===== config.mk =====
export PLATFORM = sky130hd
export DESIGN_NAME = dcsc_context
export DESIGN_NICKNAME = d
export VERILOG_FILES = /design/src/design/dcsc_event_encode.v /design/src/design/dcsc_context.v
export VERILOG_INCLUDE_DIRS = /design/src /design/src/design
export SDC_FILE = /design/constraint.sdc
export NUM_CORES = 1
export LEC_CHECK = 0
export ABC_AREA = 1
export BUFFER_PORTS_ARGS = -buffer_cell sky130_fd_sc_hd__buf_2
export CAP_MARGIN = 20
export CORE_ASPECT_RATIO = 1.1
export CORE_MARGIN = 4
export CORE_UTILIZATION = 45
export DETAILED_ROUTE_END_ITERATION = 10
export GPL_TIMING_DRIVEN = 1
export PLACE_DENSITY = 0.74
export SETUP_SLACK_MARGIN = 0.1
export SYNTH_ARGS = -nofsm -noshare
export SYNTH_HDL_FRONTEND = slang
export SYNTH_SLANG_ARGS = --single-unit

===== constraint.sdc =====
create_clock -name clk -period 3.42 [get_ports clk]
set_input_delay 0.171 -clock clk [delete_from_list [all_inputs] [get_ports clk]]
set_output_delay 0.171 -clock clk [all_outputs]
set_load 0.01 [all_outputs]

===== src/design/dcsc_map.vh =====
// Bit positions, event codes, context kinds and source selects for the DMA context state control block
`ifndef DCSC_MAP_VH
`define DCSC_MAP_VH
`define DCSC_RUN_BIT 15
`define DCSC_WAKE_BIT 12
`define DCSC_DEAD_BIT 11
`define DCSC_ACTIVE_BIT 10
`define DCSC_SPD_HI 7
`define DCSC_SPD_LO 5
`define DCSC_EVT_HI 4
`define DCSC_EVT_LO 0
`define DCSC_CNT_HI 3
`define DCSC_CNT_LO 0
`define DCSC_ADDR_HI 31
`define DCSC_ADDR_LO 4
`define DCSC_EVT_NO_STATUS 5'h00
`define DCSC_EVT_LONG_PACKET 5'h02
`define DCSC_EVT_MISSING_ACK 5'h03
`define DCSC_EVT_UNDERRUN 5'h04
`define DCSC_EVT_OVERRUN 5'h05
`define DCSC_EVT_DESC_READ 5'h06
`define DCSC_EVT_DATA_READ 5'h07
`define DCSC_EVT_DATA_WRITE 5'h08
`define DCSC_EVT_BUS_RESET 5'h09
`define DCSC_EVT_TIMEOUT 5'h0A
`define DCSC_EVT_TCODE_ERR 5'h0B
`define DCSC_EVT_UNKNOWN 5'h0E
`define DCSC_EVT_FLUSHED 5'h0F
`define DCSC_ACK_COMPLETE 5'h11
`define DCSC_ACK_PENDING 5'h12
`define DCSC_ACK_BUSY_X 5'h14
`define DCSC_ACK_BUSY_A 5'h15
`define DCSC_ACK_BUSY_B 5'h16
`define DCSC_ACK_TARDY 5'h1B
`define DCSC_ACK_DATA_ERROR 5'h1D
`define DCSC_ACK_TYPE_ERROR 5'h1E
`define DCSC_KIND_AT 2'h0
`define DCSC_KIND_AR 2'h1
`define DCSC_KIND_IT 2'h2
`define DCSC_KIND_IR 2'h3
`define DCSC_SRC_NONE 4'h0
`define DCSC_SRC_DESC_RD 4'h1
`define DCSC_SRC_DATA_RD 4'h2
`define DCSC_SRC_DATA_WR 4'h3
`define DCSC_SRC_MISS_ACK 4'h4
`define DCSC_SRC_UNDERRUN 4'h5
`define DCSC_SRC_TCODE 4'h6
`define DCSC_SRC_LONG 4'h7
`define DCSC_SRC_OVERRUN 4'h8
`define DCSC_SRC_TIMEOUT 4'h9
`define DCSC_SRC_FLUSHED 4'hA
`define DCSC_SRC_BUSRST_PKT 4'hB
`define DCSC_SRC_ACK 4'hC
`define DCSC_SRC_RETRY_OUT 4'hD
`define DCSC_SRC_NO_ACK 4'hE
`define DCSC_SRC_OTHER 4'hF
`endif


===== src/design/dcsc_event_encode.v =====
// Maps a packet outcome onto the five-bit context event code
`timescale 1ns/1ps
`include "dcsc_map.vh"
module dcsc_event_encode (
    input wire [3:0] src,
    input wire [4:0] ack_code,
    input wire [1:0] last_busy,
    output reg [4:0] code
);
    always @* begin
        case (src)
            `DCSC_SRC_NONE: code = `DCSC_EVT_NO_STATUS; // [RQ7]
            `DCSC_SRC_DESC_RD: code = `DCSC_EVT_DESC_READ; // [RQ3]
            `DCSC_SRC_DATA_RD: code = `DCSC_EVT_DATA_READ; // [RQ3]
            `DCSC_SRC_DATA_WR: code = `DCSC_EVT_DATA_WRITE; // [RQ3]
            `DCSC_SRC_MISS_ACK: code = `DCSC_EVT_MISSING_ACK; // [RQ4]
            `DCSC_SRC_UNDERRUN: code = `DCSC_EVT_UNDERRUN; // [RQ4]
            `DCSC_SRC_TCODE: code = `DCSC_EVT_TCODE_ERR; // [RQ4]
            `DCSC_SRC_LONG: code = `DCSC_EVT_LONG_PACKET; // [RQ5]
            `DCSC_SRC_OVERRUN: code = `DCSC_EVT_OVERRUN; // [RQ5]
            `DCSC_SRC_BUSRST_PKT: code = `DCSC_EVT_BUS_RESET; // [RQ6]
            `DCSC_SRC_TIMEOUT: code = `DCSC_EVT_TIMEOUT; // [RQ6]
            `DCSC_SRC_FLUSHED: code = `DCSC_EVT_FLUSHED; // [RQ6]
            `DCSC_SRC_NO_ACK: code = `DCSC_ACK_COMPLETE; // [RQ8]
            `DCSC_SRC_RETRY_OUT: begin
                case (last_busy) // [RQ9]
                    2'h1: code = `DCSC_ACK_BUSY_A;
                    2'h2: code = `DCSC_ACK_BUSY_B;
                    default: code = `DCSC_ACK_BUSY_X;
                endcase
            end
            `DCSC_SRC_ACK: begin
                // Only defined acks pass; reserved slots become unknown
                case (ack_code)
                    `DCSC_ACK_COMPLETE, `DCSC_ACK_PENDING: code = ack_code; // [RQ8]
                    `DCSC_ACK_BUSY_X, `DCSC_ACK_BUSY_A, `DCSC_ACK_BUSY_B: code = ack_code;
                    `DCSC_ACK_TARDY, `DCSC_ACK_DATA_ERROR, `DCSC_ACK_TYPE_ERROR: code = ack_code; // [RQ10]
                    default: code = `DCSC_EVT_UNKNOWN; // [RQ7]
                endcase
            end
            default: code = `DCSC_EVT_UNKNOWN; // [RQ7]
        endcase
    end
endmodule


===== src/design/dcsc_context.v =====
// Run, wake, active and dead control for one DMA context with list walking
// Notes on behaviour
// RQ1: Event field is five bits; controller codes have bit four clear; low 16 bits are status.
// RQ2: Run bit 15, wake 12, dead 11, active 10, event 4..0; receive adds speed.
// RQ3: Memory failures: 06h descriptor read, 07h data read, 08h data or status write.
// RQ4: Transmit reports 03h missing ack, 04h underrun, 0Bh bad transaction code.
// RQ5: Isochronous receive reports 02h long packet, 05h FIFO overflow.
// RQ6: 09h bus-reset packet tag, 0Ah response timeout, 0Fh flushed by bus reset.
// RQ7: 00h no status, 0Eh other error; reserved codes never produced.
// RQ8: 11h accepted and complete, 12h pending; ackless packets get 11h.
// RQ9: Retries exhausted report 14h, 15h or 16h by last busy variant.
// RQ10: 1Bh suspended target, 1Dh payload CRC or length, 1Eh type error.
// RQ11: Software sets run only with active clear and a valid pointer.
// RQ12: Clearing run stops this context alone, then clears active.
// RQ13: Isochronous contexts finish the current packet and status before stopping.
// RQ14: Software should reload pointer before restarting run.
// RQ15: Zero branch count causes a reread of the pointer before ending.
// RQ16: Transmit and buffer-fill receive end on zero reread, else continue.
// RQ17: Async receive with zero reread answers busy, keeps count, flushes, stays active.
// RQ18: Wake is cleared before every descriptor read or reread.
// RQ19: Only hardware changes active; set by run, or wake while running.
// RQ20: Active clears on zero branch, safe stop, dead, and reset.
// RQ21: Async transmit contexts clear active on serial-bus reset.
// RQ22: Active clearing while run is clear raises the context interrupt event.
// RQ23: Dead clears active, keeps run, raises unrecoverable error, blocks context event.
// RQ24: Invalid descriptor count sets dead with the unknown code, no processing.
// RQ25: Pointer holds block address in bits 31..4 and count in bits 3..0.
`timescale 1ns/1ps
`include "dcsc_map.vh"
module dcsc_context (
    input wire clk,
    input wire rstn,
    input wire clk_en,
    input wire soft_reset,
    input wire [1:0] ctx_kind,
    input wire buffer_fill_cfg,
    input wire ctl_wr_set,
    input wire ctl_wr_clr,
    input wire [31:0] ctl_wdata,
    input wire ptr_wr,
    input wire [31:0] ptr_wdata,
    input wire serial_bus_reset,
    input wire [3:0] max_count,
    input wire desc_done,
    input wire [31:0] desc_branch,
    input wire desc_int_req,
    input wire pkt_done,
    input wire [3:0] pkt_src,
    input wire [4:0] pkt_ack,
    input wire [1:0] pkt_last_busy,
    input wire [2:0] pkt_speed,
    input wire pkt_in_progress,
    input wire safe_point,
    input wire rx_arrival,
    input wire fatal_err,
    input wire [3:0] fatal_src,
    output reg [31:0] ctl_rdata,
    output reg [31:0] descriptor_list_pointer,
    output reg desc_fetch_req,
    output reg [31:0] desc_fetch_addr,
    output reg rx_busy_ack,
    output reg rx_flush,
    output reg context_int_event,
    output reg unrecoverable_int_event,
    output reg [15:0] status_word
);
    localparam ST_IDLE = 3'h0;
    localparam ST_FETCH = 3'h1;
    localparam ST_WAIT = 3'h2;
    localparam ST_RUN = 3'h3;
    localparam ST_REREAD = 3'h4;
    localparam ST_REWAIT = 3'h5;
    localparam ST_PARK = 3'h6;

    reg [2:0] st_q;
    reg [2:0] st_d;
    reg run_q;
    reg wake_q;
    reg dead_q;
    reg active_q;
    reg [4:0] evt_q;
    reg [2:0] spd_q;
    reg [31:0] ptr_q;
    reg busy_q;
    reg flush_q;
    reg cint_q;
    reg uint_q;
    reg [31:0] fetch_addr_q;
    reg fetch_q;
    reg run_d;
    reg wake_d;
    reg dead_d;
    reg active_d;
    reg [4:0] evt_d;
    reg [2:0] spd_d;
    reg [31:0] ptr_d;
    reg busy_d;
    reg flush_d;
    reg cint_d;
    reg uint_d;
    reg [31:0] fetch_addr_d;
    reg fetch_d;
    reg set_run;
    reg set_wake;
    reg clr_run;
    reg stop_now;
    wire is_isoch;
    wire is_rx;
    wire count_bad;
    wire branch_bad;
    wire [4:0] pkt_code;
    wire [4:0] fatal_code;

    assign is_isoch = ctx_kind[1];
    assign is_rx = ctx_kind[0];
    assign count_bad = (ptr_q[`DCSC_CNT_HI:`DCSC_CNT_LO] == 4'h0)
        || (ptr_q[`DCSC_CNT_HI:`DCSC_CNT_LO] > max_count);
    assign branch_bad = desc_branch[`DCSC_CNT_HI:`DCSC_CNT_LO] > max_count;

    dcsc_event_encode u_pkt_enc (
        .src(pkt_src),
        .ack_code(pkt_ack),
        .last_busy(pkt_last_busy),
        .code(pkt_code)
    );

    dcsc_event_encode u_fatal_enc (
        .src(fatal_src),
        .ack_code(5'h00),
        .last_busy(2'h0),
        .code(fatal_code)
    );

    always @* begin
        st_d = st_q;
        run_d = run_q;
        wake_d = wake_q;
        dead_d = dead_q;
        active_d = active_q;
        evt_d = evt_q;
        spd_d = spd_q;
        ptr_d = ptr_q;
        busy_d = 1'b0;
        flush_d = 1'b0;
        cint_d = 1'b0;
        uint_d = 1'b0;
        fetch_addr_d = fetch_addr_q;
        fetch_d = 1'b0;
        stop_now = 1'b0;
        set_run = ctl_wr_set && ctl_wdata[`DCSC_RUN_BIT] && !run_q;
        set_wake = ctl_wr_set && ctl_wdata[`DCSC_WAKE_BIT];
        clr_run = ctl_wr_clr && ctl_wdata[`DCSC_RUN_BIT];
        // Pointer writes only take effect while stopped
        if (ptr_wr && !run_q && !active_q) begin
            ptr_d = ptr_wdata; // [RQ25]
        end
        if (set_run) begin
            run_d = 1'b1;
            if (count_bad) begin
                dead_d = 1'b1; // [RQ24]
                evt_d = `DCSC_EVT_UNKNOWN; // [RQ24]
                uint_d = 1'b1; // [RQ23]
            end else begin
                active_d = 1'b1; // [RQ19]
                st_d = ST_FETCH;
            end
        end
        if (set_wake && (run_q || set_run)) begin
            wake_d = 1'b1; // [RQ19]
            if (run_q && !dead_q && !active_q) begin
                active_d = 1'b1; // [RQ19]
                st_d = ST_REREAD;
            end
        end
        if (clr_run) begin
            run_d = 1'b0;
            dead_d = 1'b0; // [RQ23]
            wake_d = 1'b0;
        end
        if (pkt_done) begin
            evt_d = pkt_code; // [RQ1]
            if (is_rx) begin
                spd_d = pkt_speed; // [RQ2]
            end
        end
        case (st_q)
            ST_IDLE: begin
            end
            ST_FETCH: begin
                wake_d = 1'b0; // [RQ18]
                fetch_d = 1'b1;
                fetch_addr_d = {ptr_q[`DCSC_ADDR_HI:`DCSC_ADDR_LO], 4'h0};
                st_d = ST_WAIT;
            end
            ST_WAIT: begin
                if (desc_done) begin
                    if (branch_bad) begin
                        dead_d = 1'b1; // [RQ24]
                        evt_d = `DCSC_EVT_UNKNOWN; // [RQ24]
                        uint_d = 1'b1; // [RQ23]
                        active_d = 1'b0; // [RQ23]
                        st_d = ST_IDLE;
                    end else begin
                        if (desc_int_req) begin
                            cint_d = 1'b1;
                        end
                        if (desc_branch[`DCSC_CNT_HI:`DCSC_CNT_LO] == 4'h0) begin
                            st_d = ST_REREAD; // [RQ15]
                        end else begin
                            ptr_d = desc_branch;
                            st_d = ST_RUN;
                        end
                    end
                end
            end
            ST_RUN: begin
                st_d = ST_FETCH;
            end
            ST_REREAD: begin
                wake_d = 1'b0; // [RQ18]
                fetch_d = 1'b1;
                fetch_addr_d = {ptr_q[`DCSC_ADDR_HI:`DCSC_ADDR_LO], 4'h0}; // [RQ15]
                st_d = ST_REWAIT;
            end
            ST_REWAIT: begin
                if (desc_done) begin
                    if (branch_bad) begin
                        dead_d = 1'b1; // [RQ24]
                        evt_d = `DCSC_EVT_UNKNOWN;
                        uint_d = 1'b1;
                        active_d = 1'b0; // [RQ23]
                        st_d = ST_IDLE;
                    end else if (desc_branch[`DCSC_CNT_HI:`DCSC_CNT_LO] != 4'h0) begin
                        ptr_d = desc_branch; // [RQ16]
                        st_d = ST_RUN;
                    end else if (!is_isoch && is_rx && !buffer_fill_cfg) begin
                        st_d = ST_PARK; // [RQ17]
                    end else begin
                        active_d = 1'b0; // [RQ16]
                        st_d = ST_IDLE;
                    end
                end
            end
            ST_PARK: begin
                // List out of space: busy incoming packets, stay active
                if (rx_arrival) begin
                    busy_d = 1'b1; // [RQ17]
                    flush_d = 1'b1; // [RQ17]
                end
                if (wake_q) begin
                    st_d = ST_REREAD;
                end
            end
            default: st_d = ST_IDLE;
        endcase
        if (fatal_err && active_q) begin
            dead_d = 1'b1; // [RQ23]
            evt_d = fatal_code; // [RQ3]
            uint_d = 1'b1; // [RQ23]
            active_d = 1'b0; // [RQ20]
            fetch_d = 1'b0;
            st_d = ST_IDLE;
        end
        // Stop point: isoch waits out the current packet
        if (!run_q && active_q && (is_isoch ? !pkt_in_progress : safe_point)) begin // [RQ13]
            stop_now = 1'b1;
        end
        if (stop_now) begin
            active_d = 1'b0; // [RQ12]
            fetch_d = 1'b0;
            st_d = ST_IDLE;
        end
        if (serial_bus_reset && ctx_kind == `DCSC_KIND_AT && active_q) begin
            active_d = 1'b0; // [RQ21]
            fetch_d = 1'b0;
            st_d = ST_IDLE;
        end
        if (dead_d) begin
            active_d = 1'b0; // [RQ20]
        end
        // Interrupt on falling active with run clear, unless dead
        if (active_q && !active_d && !run_q && !dead_d) begin
            cint_d = 1'b1; // [RQ22]
        end
        if (dead_d) begin
            cint_d = 1'b0; // [RQ23]
        end
    end

    always @(posedge clk or negedge rstn) begin
        if (!rstn) begin
            st_q <= ST_IDLE;
            run_q <= 1'b0;
            wake_q <= 1'b0;
            dead_q <= 1'b0;
            active_q <= 1'b0; // [RQ20]
            evt_q <= `DCSC_EVT_NO_STATUS;
            spd_q <= 3'h0;
            ptr_q <= 32'h00000000;
            busy_q <= 1'b0;
            flush_q <= 1'b0;
            cint_q <= 1'b0;
            uint_q <= 1'b0;
            fetch_addr_q <= 32'h00000000;
            fetch_q <= 1'b0;
        end else if (clk_en) begin
            if (soft_reset) begin
                st_q <= ST_IDLE;
                run_q <= 1'b0;
                wake_q <= 1'b0;
                dead_q <= 1'b0;
                active_q <= 1'b0; // [RQ20]
                busy_q <= 1'b0;
                flush_q <= 1'b0;
                cint_q <= 1'b0;
                uint_q <= 1'b0;
                fetch_q <= 1'b0;
            end else begin
                st_q <= st_d;
                run_q <= run_d;
                wake_q <= wake_d;
                dead_q <= dead_d;
                active_q <= active_d;
                evt_q <= evt_d;
                spd_q <= spd_d;
                ptr_q <= ptr_d;
                busy_q <= busy_d;
                flush_q <= flush_d;
                cint_q <= cint_d;
                uint_q <= uint_d;
                fetch_addr_q <= fetch_addr_d;
                fetch_q <= fetch_d;
            end
        end
    end

    // Registered read views and strobes
    always @(posedge clk or negedge rstn) begin
        if (!rstn) begin
            ctl_rdata <= 32'h00000000;
            descriptor_list_pointer <= 32'h00000000;
            desc_fetch_req <= 1'b0;
            desc_fetch_addr <= 32'h00000000;
            rx_busy_ack <= 1'b0;
            rx_flush <= 1'b0;
            context_int_event <= 1'b0;
            unrecoverable_int_event <= 1'b0;
            status_word <= 16'h0000;
        end else if (clk_en) begin
            ctl_rdata <= {16'h0000, run_d, 2'h0, wake_d, dead_d, active_d, 2'h0,
                (is_rx ? spd_d : 3'h0), evt_d}; // [RQ2]
            descriptor_list_pointer <= ptr_d; // [RQ25]
            desc_fetch_req <= fetch_d;
            desc_fetch_addr <= fetch_addr_d;
            rx_busy_ack <= busy_d;
            rx_flush <= flush_d;
            context_int_event <= cint_d;
            unrecoverable_int_event <= uint_d;
            status_word <= {run_d, 2'h0, wake_d, dead_d, active_d, 2'h0,
                (is_rx ? spd_d : 3'h0), evt_d}; // [RQ1]
        end
    end
endmodule


==> metrics.md, run 1 <==
| Metric | Value |
|---|---|
| Status | finished clean |
| Postcts setup bufs | 0 |
| DRC viols | 0 |
| TritonCTS clock tree | done |
| Primary FF master, synth | dfrtp_1 |
| Part of the power in registers | 0.411 |
| Crit path max fanout | 40 |
| Row cnt | 51 |
| Crit path time final | approximately 2.2 ns |
| Clock root cell | clkbuf_16 |
| First-pass GRT wire length | ~36000 um |
| Leakage | 5.09 nW |
| Simple logic cell fraction of the synthesized area | 0.264 |
| Area share of fa/ha/maj cells after synthesis | 0.0123 |
| Mux share of post-synthesis cell area | 0.00369 |
| Clk buf depth | 2 |
| Peak supply drop | 0.370 mV |
| Vias/cell | between 5 and 6 |
| Vias in the first global route | 7129 |
| Worst-Margin Slew | just over 1 ns |
| Syn Inst Count | 1021 |
| Die area | 20300 um^2 |
| Detailed router's first-iteration violation count | 468 |
| Clk pwr share | 0.287 |
| DR WL/cell | 15.5 um |
| Worst-Skew Late Latency | 0.43 ns |
| Sw Pwr | 2.46 mW |
| Resized Gates After CTS | 0 |
| Core Area | 17700 um^2 |
| Comb pwr share | 0.302 |
| Worst-path clk slew | 0.06 ns |
| Commonest non-fill, non-tap cell in the layout | nand2_1 |
| Main combinational cell family by area after synthesis | simple AND/OR/NAND/NOR gates |
| Die Y | around 150 um |
| Post-synth EDFFs | 0 |
| Final nets | 1322 |
| Worst hold path class | input port to flip-flop |
| Slew Viols, Final | 0 |
| H-Tree Depth | 4 |
| Crit start category | flip-flop |
| Switching part of the total | 0.356 |
| Buffers on Ports | 198 |
| GPL Wtd Cong | around 0.9 |
| Hold-fix buffer count after cts | 2 |
| Dpl hpwl | between 10000 and 15000 um |
| Final hold slack | 0.0379 ns |
| Setup TNS | 0 ns |
| Most frequent cells in the layout | nand2_1 (312), buf_2 (197), dfrtp_1 (159), o21ai_1 (103), nor2_1 (61) |
| Final setup fails | 0 |
| Synthesis-stage register bit count | 159 |
| Sequential fraction of the synthesis area | 0.489 |
| RSZ-0062 raised after global routing | no |
| Synth cell types | between 40 and 50 |
| FMAX | 447 MHz |
| Initial antenna violation count | 1 |
| Complex-gate fraction of the synthesized area | 0.139 |
| Int Power | 4.47 mW |
| Critical path class | flip-flop to flip-flop |
| Horiz. Die Dim | 136 um |
| Layout area overhead | 19.5% |
| Clock Skew | 0.0133 ns |
| PwrDens | 713 nW/um^2 |
| Number of max-cap violations | 0 |
| Largest net degree at the start of global routing | approximately 100 |
| Share of flip-flops with an asynchronous set or reset | 1.00 |
| Syn_area_per_cell | 7.97 um^2 |
| Total length of routed wires | 22100 um |
| Fin crit share | 0.654 |
| Post-Syn Area | 8140 um^2 |
| Share of post-route cells with drive strength above 1 | 0.228 |
| Yosys Warn Count | 0 |
| Grt ovf | 0 |
| CTS buffer count | 17 |
| GRT Total Usage | 0.221 |
| Fin. Hold Viols | 0 |
| Critical path required time | 3.69 ns |
| CP arrival | 2.51 ns |
| Xor-xnor portion of the synthesized cell area | 0 |
| Routed vias | between 7k and 8k |
| Clk sinks | 159 |
| Initial Util | 0.459 |
| Critical path capture point type | flip-flop |
| First-pass detailed-route iteration total | 5 |
| Worst slew margin | 0.317 |
| I/O pin cnt | 253 |
| Post-route antenna net violation count | 0 |
-- cells in the mapped netlist, types with 8 or more instances --
cell type | n | area [um^2]
dfrtp_1 | 159 | 3980
o21ai_0 | 37 | 185
nand4_1 | 41 | 257
inv_2 | 8 | 30.0
ha_1 | 8 | 100
buf_2 | 15 | 75.1
a21oi_1 | 32 | 160
a31oi_1 | 18 | 113
nand3_2 | 13 | 130
nand2_1 | 312 | 1170
buf_4 | 38 | 285
o21ai_1 | 103 | 515
inv_1 | 42 | 158
clkbuf_1 | 34 | 128
nand3_1 | 51 | 255
nor2_1 | 61 | 229
-- cells by family after synthesis --
kind of cell,after synthesis
AO/OA/AOI/OAI,210
other,1
adder cells (fa/ha/maj),8
flip-flops,159
multiplexers,3
buffers and inverters,148
AND/OR/NAND/NOR,492
-- final timing paths --
check	slack, ns	to	cells after the start	start
worst min-delay path	0.04	descriptor_list_pointer[18]	3	desc_branch[18]
worst min register to register	0.47	fetch_addr_q[20]	2	fetch_addr_q[20]
max in group asynchronous	2.29	descriptor_list_pointer[24]	3	rstn
min in group asynchronous	0.30	descriptor_list_pointer[25]	2	rstn
worst max register to register	1.18	descriptor_list_pointer[3]	7	st_q[1]
worst max-delay path	1.18	descriptor_list_pointer[3]	7	st_q[1]
-- metrics by stage --
| stage | std cells | utilization | setup slack, ns | area, um^2 | power, mW |
|---|---|---|---|---|---|
| floorplan | 1044 | - | 1.78 | 8230 | 4.23 |
| global placement | 1395 | 0.512 | 0.964 | 9080 | 4.91 |
| detailed placement | 1395 | 0.512 | 0.937 | 9080 | 4.97 |
| CTS | 1429 | 0.548 | 1.17 | 9720 | 7.00 |
| global route | 1429 | 0.548 | 1.01 | 9720 | 7.43 |
| finish | 1430 | 0.548 | 1.18 | 9730 | 6.93 |
-- state kept, by name, indices dropped and copies added, names as in the netlist, 3 cells and up --
| signal | count |
|---|---|
| desc_fetch_addr | 32 |
| fetch_addr_q | 32 |
| evt_q | 5 |
| descriptor_list_pointer | 32 |
| ctl_rdata | 12 |
| st_q | 3 |
| ptr_q | 32 |
| spd_q | 3 |
-- cell type report --
| type | instances | area [um^2] |
|---|---|---|
| multi-input combinational | 737 | 3500 |
| inverter | 52 | 200 |
| clock inverter | 10 | 149 |
| antenna | 1 | 2.50 |
| timing repair buffer | 211 | 1120 |
| fill | 1697 | 8010 |
| tap | 238 | 298 |
| clock buffer | 22 | 474 |
| sequential | 159 | 3980 |
-- layer usage --
layer / vias up / GRT usage / routed length, um
met5: - / 0 / 13
met4: 2 / 0.0796 / 486
met3: 38 / 0.0462 / 1450
met2: 261 / 0.369 / 10700
met1: 3498 / 0.285 / 9420
li1: 3663 / - / -
-- critical path: stages (launching register included) --
cell and delay, ns:
dfrtp_1 0.48, inv_1 0.14, nand3_2 0.11, nand2_2 0.15
nand3_2 0.50, buf_12 0.40, o21ai_1 0.21, o21ai_1 0.09
-- power groups by stage --
stage | clock (mW) | sequential (mW) | combinational (mW)
after floorplan | 0 | 2.93 | 1.30
after global placement | 0 | 2.85 | 2.06
after detailed placement | 0 | 2.87 | 2.10
after CTS | 2.03 | 2.85 | 2.12
after global routing | 2.10 | 2.93 | 2.40
final | 1.99 | 2.85 | 2.09
(Power assumes the default switching activity.)
==> inputs of run 2 (changes only) <==
--- a/config.mk
+++ b/config.mk
@@ -6,7 +6,7 @@
 export SDC_FILE = /design/constraint.sdc
 export NUM_CORES = 1
 export LEC_CHECK = 0
-export ABC_AREA = 1
+export ABC_AREA = 0
 export BUFFER_PORTS_ARGS = -buffer_cell sky130_fd_sc_hd__buf_2
 export CAP_MARGIN = 20
 export CORE_ASPECT_RATIO = 1.1
@@ -14,7 +14,7 @@
 export CORE_UTILIZATION = 45
 export DETAILED_ROUTE_END_ITERATION = 10
 export GPL_TIMING_DRIVEN = 1
-export PLACE_DENSITY = 0.74
+export PLACE_DENSITY = 0.76
 export SETUP_SLACK_MARGIN = 0.1
 export SYNTH_ARGS = -nofsm -noshare
 export SYNTH_HDL_FRONTEND = slang
==> constraint.sdc (replaced) <==
create_clock -name clk -period 1.86 [get_ports clk]
set_input_delay 0.093 -clock clk [delete_from_list [all_inputs] [get_ports clk]]
set_output_delay 0.093 -clock clk [all_outputs]
set_load 0.01 [all_outputs]
==> run 2 against run 1 <==
  * The flow now finishes with violations (negative setup slack)
  * Clock skew decreased by 0.0024 ns
  * Register-to-register slack worse by 1.4 ns
  * Sequential share of layout area shrank 7.1 points
  * Worst setup slack worse by 1.4 ns
  * Non-clock buffer count up 80
  * Cell count down 12%
  * Total power grew 140%
==> metrics.md, run 2 <==
| Metric | Value |
|---|---|
| Status | finished with violations |
| Failing checks | negative setup slack |
| Die area | 21700 um^2 (+6.6%) |
| CTS buffer count | 17 (unchanged) |
| Slew Viols, Final | 0 (unchanged) |
| Setup TNS | -16.91 ns (-16.91 ns) |
| Row cnt | 53 (+3.9%) |
| Worst reg2reg path endpoint | descriptor_list_pointer[29] |
| Detailed router's first-iteration violation count | 372 (-21%) |
| Final setup margin | -0.241 ns (-1.43 ns) |
| DRC viols | 0 (unchanged) |
| Synthesis-stage register bit count | 159 (unchanged) |
| Critical path, cell by cell | and3b_4 > nor2_4 > nor2_2 > and3b_2 > buf_12 > clkbuf_16 > mux2_4 > mux2_4 |
| Switching part of the total | 0.328 (-0.0276) |
| DR WL/cell | 18.6 um (+21%) |
| Complex-gate fraction of the synthesized area | 0.0975 (-0.0414) |
| Worst-Margin Slew | 0.506 ns (-0.519 ns) |
| Number of max-cap violations | 0 (unchanged) |
| First-pass GRT wire length | 35500 um (-0.75%) |
| Fin. Hold Viols | 0 (unchanged) |
| Simple logic cell fraction of the synthesized area | 0.0837 (-0.180) |
| Initial Util | 0.456 (-0.00265) |
| CP Capture Point | descriptor_list_pointer[29] |
| Sequential fraction of the synthesis area | 0.457 (-0.0321) |
| Mux share of post-synthesis cell area | 0.275 (+0.272) |
| H-Tree Depth | 4 (unchanged) |
| Share of flip-flops with an asynchronous set or reset | 1.00 (unchanged) |
| Reg2reg path depth | 8 (+1) |
| R2r setup slk | -0.24 ns (-1.43 ns) |
| Final setup fails | 99 (+99) |
| Int Power | 11.2 mW (+150%) |
| Layout area overhead | 35.2% |
| Final instance area | 11800 um^2 (+21%) |
| Post-synth EDFFs | 0 (unchanged) |
| Most common cell in the synthesized netlist | dfrtp_1 |
| Commonest non-fill, non-tap cell in the layout | buf_2 |
| Main combinational cell family by area after synthesis | multiplexers |
| Clock Skew | 0.0109 ns (-0.00241 ns) |
| Clk pwr share | 0.221 (-0.066) |
| Worst-Skew Late Latency | 0.43 ns (about the same) |
| Worst-path clk slew | 0.07 ns (about the same) |
| Critical path required time | 2.16 ns (-1.53 ns) |
| Clock root cell | clkbuf_16 |
| Routed vias | 6722 (-9.9%) |
| Setup crit start | st_q[1] |
| First-pass detailed-route iteration total | 5 (unchanged) |
| Post-synth top area share | 0.457 (-0.0321) |
| Peak supply drop | 0.767 mV (+110%) |
| Crit path buffers/inverters | 2 (unchanged) |
| Worst hold path class | input port to flip-flop |
| Most used cell, CP | mux2_4 |
| GPL Wtd Cong | 0.836 (-7.0%) |
| Synth cell types | 62 (+41%) |
| Largest net degree at the start of global routing | 84 (-17%) |
| Most frequent cells in the layout | buf_2 (196), dfrtp_1 (156), mux2_4 (117), buf_4 (53), a21oi_1 (49) |
| Syn_area_per_cell | 11.6 um^2 (+46%) |
| Critical path capture point type | flip-flop |
| Area leader, netlist | dfrtp_1 |
| Dpl hpwl | 15100 um (+1.7%) |
| Part of the power in registers | 0.359 (-0.052) |
| Worst slew margin | 0.662 (+0.345) |
| Crit start category | flip-flop |
| CP arrival | 2.41 ns (-0.10 ns) |
| Yosys Warn Count | 0 (unchanged) |
| Final nets | 1146 (-13%) |
| Primary FF master, synth | dfrtp_1 |
| Total length of routed wires | 23500 um (+6.5%) |
| I/O pin cnt | 253 (unchanged) |
| Critical path class | flip-flop to flip-flop |
| Core Area | 19100 um^2 (+7.7%) |
| Reg2reg start | st_q[1] |
| Clk sinks | 159 (unchanged) |
| Clk buf depth | 2 (unchanged) |
| WP depth | 8 (+1) |
| Post-Syn Area | 8710 um^2 (+7.0%) |
| Share of post-route cells with drive strength above 1 | 0.516 (+0.288) |
| Placed cell areas | 10200 um^2 (+12%) |
| Xor-xnor portion of the synthesized cell area | 0.00603 (+0.00603) |
| Leakage | 5.53 nW (+8.6%) |
| Vias in the first global route | 6776 (-5.0%) |
| Crit path time final | 2.10 ns (-0.134 ns) |
| Horiz. Die Dim | 141 um (+3.3%) |
| Crit path max fanout | 8 (-80%) |
| TritonCTS clock tree | done |
| Initial antenna violation count | 1 (unchanged) |
| Grt ovf | 0 (unchanged) |
| Syn Inst Count | 751 (-26%) |
| GRT Total Usage | 0.204 (-0.0169) |
| Sw Pwr | 5.45 mW (+120%) |
| Area share of fa/ha/maj cells after synthesis | 0.0149 (+0.00264) |
| Die Y | 154 um (+3.3%) |
| Hold wc startpoint | ctl_wr_clr |
| Vias/cell | 5.32 (+2.0%) |
| FMAX | 476 MHz (+6.4%) |
| Comb pwr share | 0.420 (+0.118) |
| Critical path's slowest cell | dfrtp_1 |
| Crit path max-delay family | simple AND/OR/NAND/NOR gates |
| Synth top area cells | dfrtp_1 (46%), mux2_4 (14%), mux2_2 (9.2%) |
| Post-route antenna net violation count | 0 (unchanged) |
| Top post-synthesis cells by count | dfrtp_1 (159), mux2_4 (81), mux2_2 (71), a21oi_1 (53), nor2_1 (52) |
| Buffers on Ports | 198 (unchanged) |
| Fin crit share | 1.13 (+0.476) |
| Crit-path max cell delay | 0.39 ns (-0.11 ns) |
| PwrDens | 1410 nW/um^2 (+98%) |
| Setup WS pre-CTS | -0.346 ns (-1.28 ns) |
| RSZ-0062 raised after global routing | yes |
[run 2: per-layer routing]
metal | up-vias | GRT usage | part of all wire
li1 | 3127 | - | -
met1 | 3330 | 0.269 | 0.43
met2 | 227 | 0.338 | 0.49
met3 | 38 | 0.0364 | 0.054
met4 | 0 | 0.0761 | 0.024
met5 | - | 0 | 0
[run 2: worst min path at each step]
stage | slack (ns) | to | cells after the start
after floorplan | -0.20 | active_q | 0
after global placement | 0.01 | desc_fetch_addr[18] | 1
after detailed placement | 0.01 | desc_fetch_addr[18] | 1
after CTS | 0.002 | wake_q | 4
after global routing | 0.02 | ptr_q[29] | 3
final | 0.02 | wake_q | 4
[run 2: power by group through the flow]
stage	clock [mW]	combinational [mW]	sequential, mW
final	3.67	6.97	5.96
after CTS	3.75	6.40	5.91
after detailed placement	0	5.85	5.89
after floorplan	0	3.79	5.96
after global placement	0	5.62	5.86
after global routing	3.89	7.49	6.14
[run 2: kinds of logic after synthesis]
kind of cell | Yosys count
other cells | 1
buf+inv | 102
flops | 159
simple gates | 146
mux | 190
xor+xnor | 6
compound gates | 136
fa+ha+maj | 11
[run 2: area by class of cell]
cell class	instances	area, um^2
repair buffers	291	2090
flip-flops and latches	159	3980
multi-input cells	513	4710
clock inverters	13	178
inverters	20	75.1
well taps	247	309
diodes	1	2.50
fillers	1515	7320
clock buffers	19	433
[run 2: repair_timing]
item,in CTS,in global routing
hold buffers,8,0
buffers inserted,12,15
gates resized for setup,69,32
gates cloned,2,7
pin swaps,28,53
setup endpoints to repair,85,129
endpoints found under the hold margin,146,0
[run 2: metrics by stage]
stage | hold slack, ns | power (mW) | utilization | instances
finish | 0.0207 | 16.6 | 0.617 | 1263
global route | 0.0209 | 17.5 | 0.617 | 1263
global placement | 0.0138 | 11.5 | 0.533 | 1187
floorplan | -0.203 | 9.75 | - | 774
detailed placement | 0.0129 | 11.7 | 0.533 | 1187
CTS | 0.00180 | 16.1 | 0.591 | 1240
[run 2: worst min-delay path, cell delays in order]
cell	delay (ns)
buf_2	0.12
a21oi_4	0.06
nand2b_1	0.06
a21oi_1	0.06
==> inputs of run 3 (changes only) <==
--- a/config.mk
+++ b/config.mk
@@ -11,10 +11,10 @@
 export CAP_MARGIN = 20
 export CORE_ASPECT_RATIO = 1.1
 export CORE_MARGIN = 4
-export CORE_UTILIZATION = 45
+export CORE_UTILIZATION = 30
 export DETAILED_ROUTE_END_ITERATION = 10
 export GPL_TIMING_DRIVEN = 1
-export PLACE_DENSITY = 0.76
+export PLACE_DENSITY = 0.55
 export SETUP_SLACK_MARGIN = 0.1
 export SYNTH_ARGS = -nofsm -noshare
 export SYNTH_HDL_FRONTEND = slang
==> run 3 against run 2 <==
  * The flow still finishes with violations (negative setup slack)
  * Total power up 1.5%
  * Non-clock buffer count is 5 higher
  * Combinational power fell by 1%
  * Hold slack improved by 0.0067 ns
  * First-iteration DRC count decreased by 42%
  * Core utilization shrank 20 points
  * Maximum frequency grew 2.9%
  * Via count is 2.4% lower
  * Sequential cell count is the same
  * Critical path depth is 1 lower
  * Register-to-register slack better by 0.06 ns
==> metrics.md, run 3 (synthesis results as in run 2) <==
| Metric | Value |
|---|---|
| First-pass detailed-route iteration total | 4 (-1) |
| Initial Util | 0.304 (-0.152) |
| Buffers on Ports | 198 (unchanged) |
| Setup crit start | st_q[1] |
| Grt ovf | 0 (unchanged) |
| R2r setup slk | -0.18 ns (+0.06 ns) |
| DRC viols | 0 (unchanged) |
| Worst-Margin Slew | 0.737 ns (+0.231 ns) |
| Vias/cell | 4.73 (-11%) |
| Most used cell, CP | mux2_4 |
| Row cnt | 65 (+23%) |
| Fin util | 0.415 (-0.202) |
| Final nets | 1151 (+0.44%) |
| Crit-path max cell delay | 0.39 ns (about the same) |
| Critical path capture point type | flip-flop |
| Critical path class | flip-flop to flip-flop |
| Status | finished with violations |
| GRT Total Usage | 0.143 (-0.0618) |
| Worst hold path class | input port to flip-flop |
| Layout area overhead | 36.4% |
| Fin crit share | 1.10 (-0.0317) |
| Area of the multi-input gates | 4660 um^2 (-1.1%) |
| Dpl hpwl | 16300 um (+8.0%) |
| Reg2reg start | st_q[1] |
| I/O pin cnt | 253 (unchanged) |
| Fillcell total | 2802 (+85%) |
| RSZ-0062 raised after global routing | yes |
| Fin. Hold Viols | 0 (unchanged) |
| Critical path, cell by cell | and3b_4 > nor2_4 > nor2_2 > and3b_2 > buf_12 > mux2_4 > mux2_4 |
| TritonCTS clock tree | done |
| PwrDens | 1420 nW/um^2 (+0.63%) |
| Worst slew margin | 0.509 (-0.153) |
| CP arrival | 2.35 ns (-0.06 ns) |
| Core Area | 28600 um^2 (+50%) |
| Total length of routed wires | 23800 um (+0.99%) |
| Commonest non-fill, non-tap cell in the layout | buf_2 |
| Die Y | 187 um (+21%) |
| Clk buf depth | 2 (unchanged) |
| Critical path required time | 2.17 ns (about the same) |
| Failing checks | negative setup slack |
| Post-route antenna net violation count | 0 (unchanged) |
| Clk sinks | 159 (unchanged) |
| Largest net degree at the start of global routing | 66 (-21%) |
| Worst-Skew Late Latency | 0.42 ns (about the same) |
| Setup TNS | -11.12 ns (+5.79 ns) |
| Horiz. Die Dim | 171 um (+21%) |
| Reg2reg path depth | 7 (-1) |
| Number of max-cap violations | 0 (unchanged) |
| Most frequent cells in the layout | buf_2 (196), dfrtp_1 (157), mux2_4 (115), buf_4 (62), a21oi_1 (49) |
| H-Tree Depth | 4 (unchanged) |
| Detailed router's first-iteration violation count | 217 (-42%) |
| First-pass GRT wire length | 36000 um (+1.3%) |
| Peak supply drop | 0.677 mV (-12%) |
| Final setup margin | -0.182 ns (+0.0589 ns) |
| # diodes | 0 (-1) |
| Slew Viols, Final | 0 (unchanged) |
| Clock Skew | 0.00748 ns (-0.00344 ns) |
| Clock root cell | clkbuf_16 |
| Crit path time final | 2.04 ns (-0.0589 ns) |
| Die area | 31800 um^2 (+47%) |
| Initial antenna violation count | 1 (unchanged) |
| Worst-path clk slew | 0.07 ns (about the same) |
| Critical path's slowest cell | dfrtp_1 |
| Reg area | 3980 um^2 (about the same) |
| Leakage | 5.53 nW (about the same) |
| Share of post-route cells with drive strength above 1 | 0.516 (-0.000570) |
| Crit start category | flip-flop |
| Vias in the first global route | 6480 (-4.4%) |
| Final setup fails | 81 (-18%) |
| DR WL/cell | 17.1 um (-8.1%) |
| CTS buffer count | 17 (unchanged) |
| Routed vias | 6560 (-2.4%) |
| Worst reg2reg path endpoint | descriptor_list_pointer[21] |
| Crit path max fanout | 17 (+9) |
| GPL Wtd Cong | 0.781 (-6.6%) |
| CP Capture Point | descriptor_list_pointer[21] |
| FMAX | 490 MHz (+2.9%) |
[run 3: stage by stage]
stage / setup WS (ns) / hold slack (ns) / cells / power, mW / cell area, um^2
6_report: -0.182 / 0.0274 / 1388 / 16.9 / 11900
5_1_grt: -0.238 / 0.0154 / 1388 / 17.9 / 11900
4_1_cts: -0.184 / 0.00483 / 1364 / 16.3 / 11400
3_5_place_dp: -0.383 / 0.0256 / 1318 / 11.9 / 10400
3_3_place_gp: -0.353 / 0.0166 / 1318 / 11.7 / 10400
2_1_floorplan: -0.175 / -0.203 / 774 / 9.75 / 8860
[run 3: repair_timing]
action | CTS | global route
pin swaps | 22 | 31
gates resized for setup | 32 | 65
hold buffers | 8 | 0
endpoints found under the hold margin | 158 | 0
gates cloned | 2 | 2
buffers inserted | 4 | 23
setup endpoints to repair | 110 | 112
[run 3: area by class of cell]
| cell class | instances | share of cell area |
|---|---|---|
| clock buffers | 19 | 0.0364 |
| clock inverters | 13 | 0.0198 |
| inverters | 20 | 0.00632 |
| multi-input cells | 513 | 0.392 |
| flip-flops and latches | 159 | 0.335 |
| well taps | 368 | 0.0387 |
| repair buffers | 296 | 0.172 |
[run 3: layer usage]
| metal | up-vias | GRT usage | share of wire |
|---|---|---|---|
| met2 | 171 | 0.235 | 0.49 |
| li1 | 3142 | - | - |
| met1 | 3234 | 0.189 | 0.44 |
| met4 | 2 | 0.0369 | 0.0097 |
| met5 | - | 0 | 0.00029 |
| met3 | 11 | 0.0320 | 0.056 |
[run 3: worst min-delay path by stage]
| stage | cells after the start | start | to | slack (ns) |
|---|---|---|---|---|
| 2_1_floorplan | 0 | rstn | active_q | -0.20 |
| 3_3_place_gp | 1 | rstn | desc_fetch_addr[18] | 0.02 |
| 3_5_place_dp | 1 | rstn | desc_fetch_addr[18] | 0.03 |
| 4_1_cts | 3 | desc_branch[18] | ptr_q[18] | 0.005 |
| 5_1_grt | 3 | desc_branch[30] | ptr_q[30] | 0.02 |
| 6_report | 4 | ctl_wr_clr | wake_q | 0.03 |
[run 3: report_power, final]
group | total, mW | leakage (nW) | switching [mW] | internal (mW)
sequential | 5.90 | 1.95 | 1.05 | 4.85
clock | 4.06 | 0.323 | 1.53 | 2.53
combinational | 6.90 | 3.26 | 2.75 | 4.15
[run 3: worst max-delay path: cells and delay by family, from the launching register on]
| kind | cells | cell delay [ns] |
|---|---|---|
| buffers and inverters | 1 | 0.21 |
| flip-flops | 1 | 0.39 |
| multiplexers | 2 | 0.59 |
| AND/OR/NAND/NOR | 4 | 0.73 |
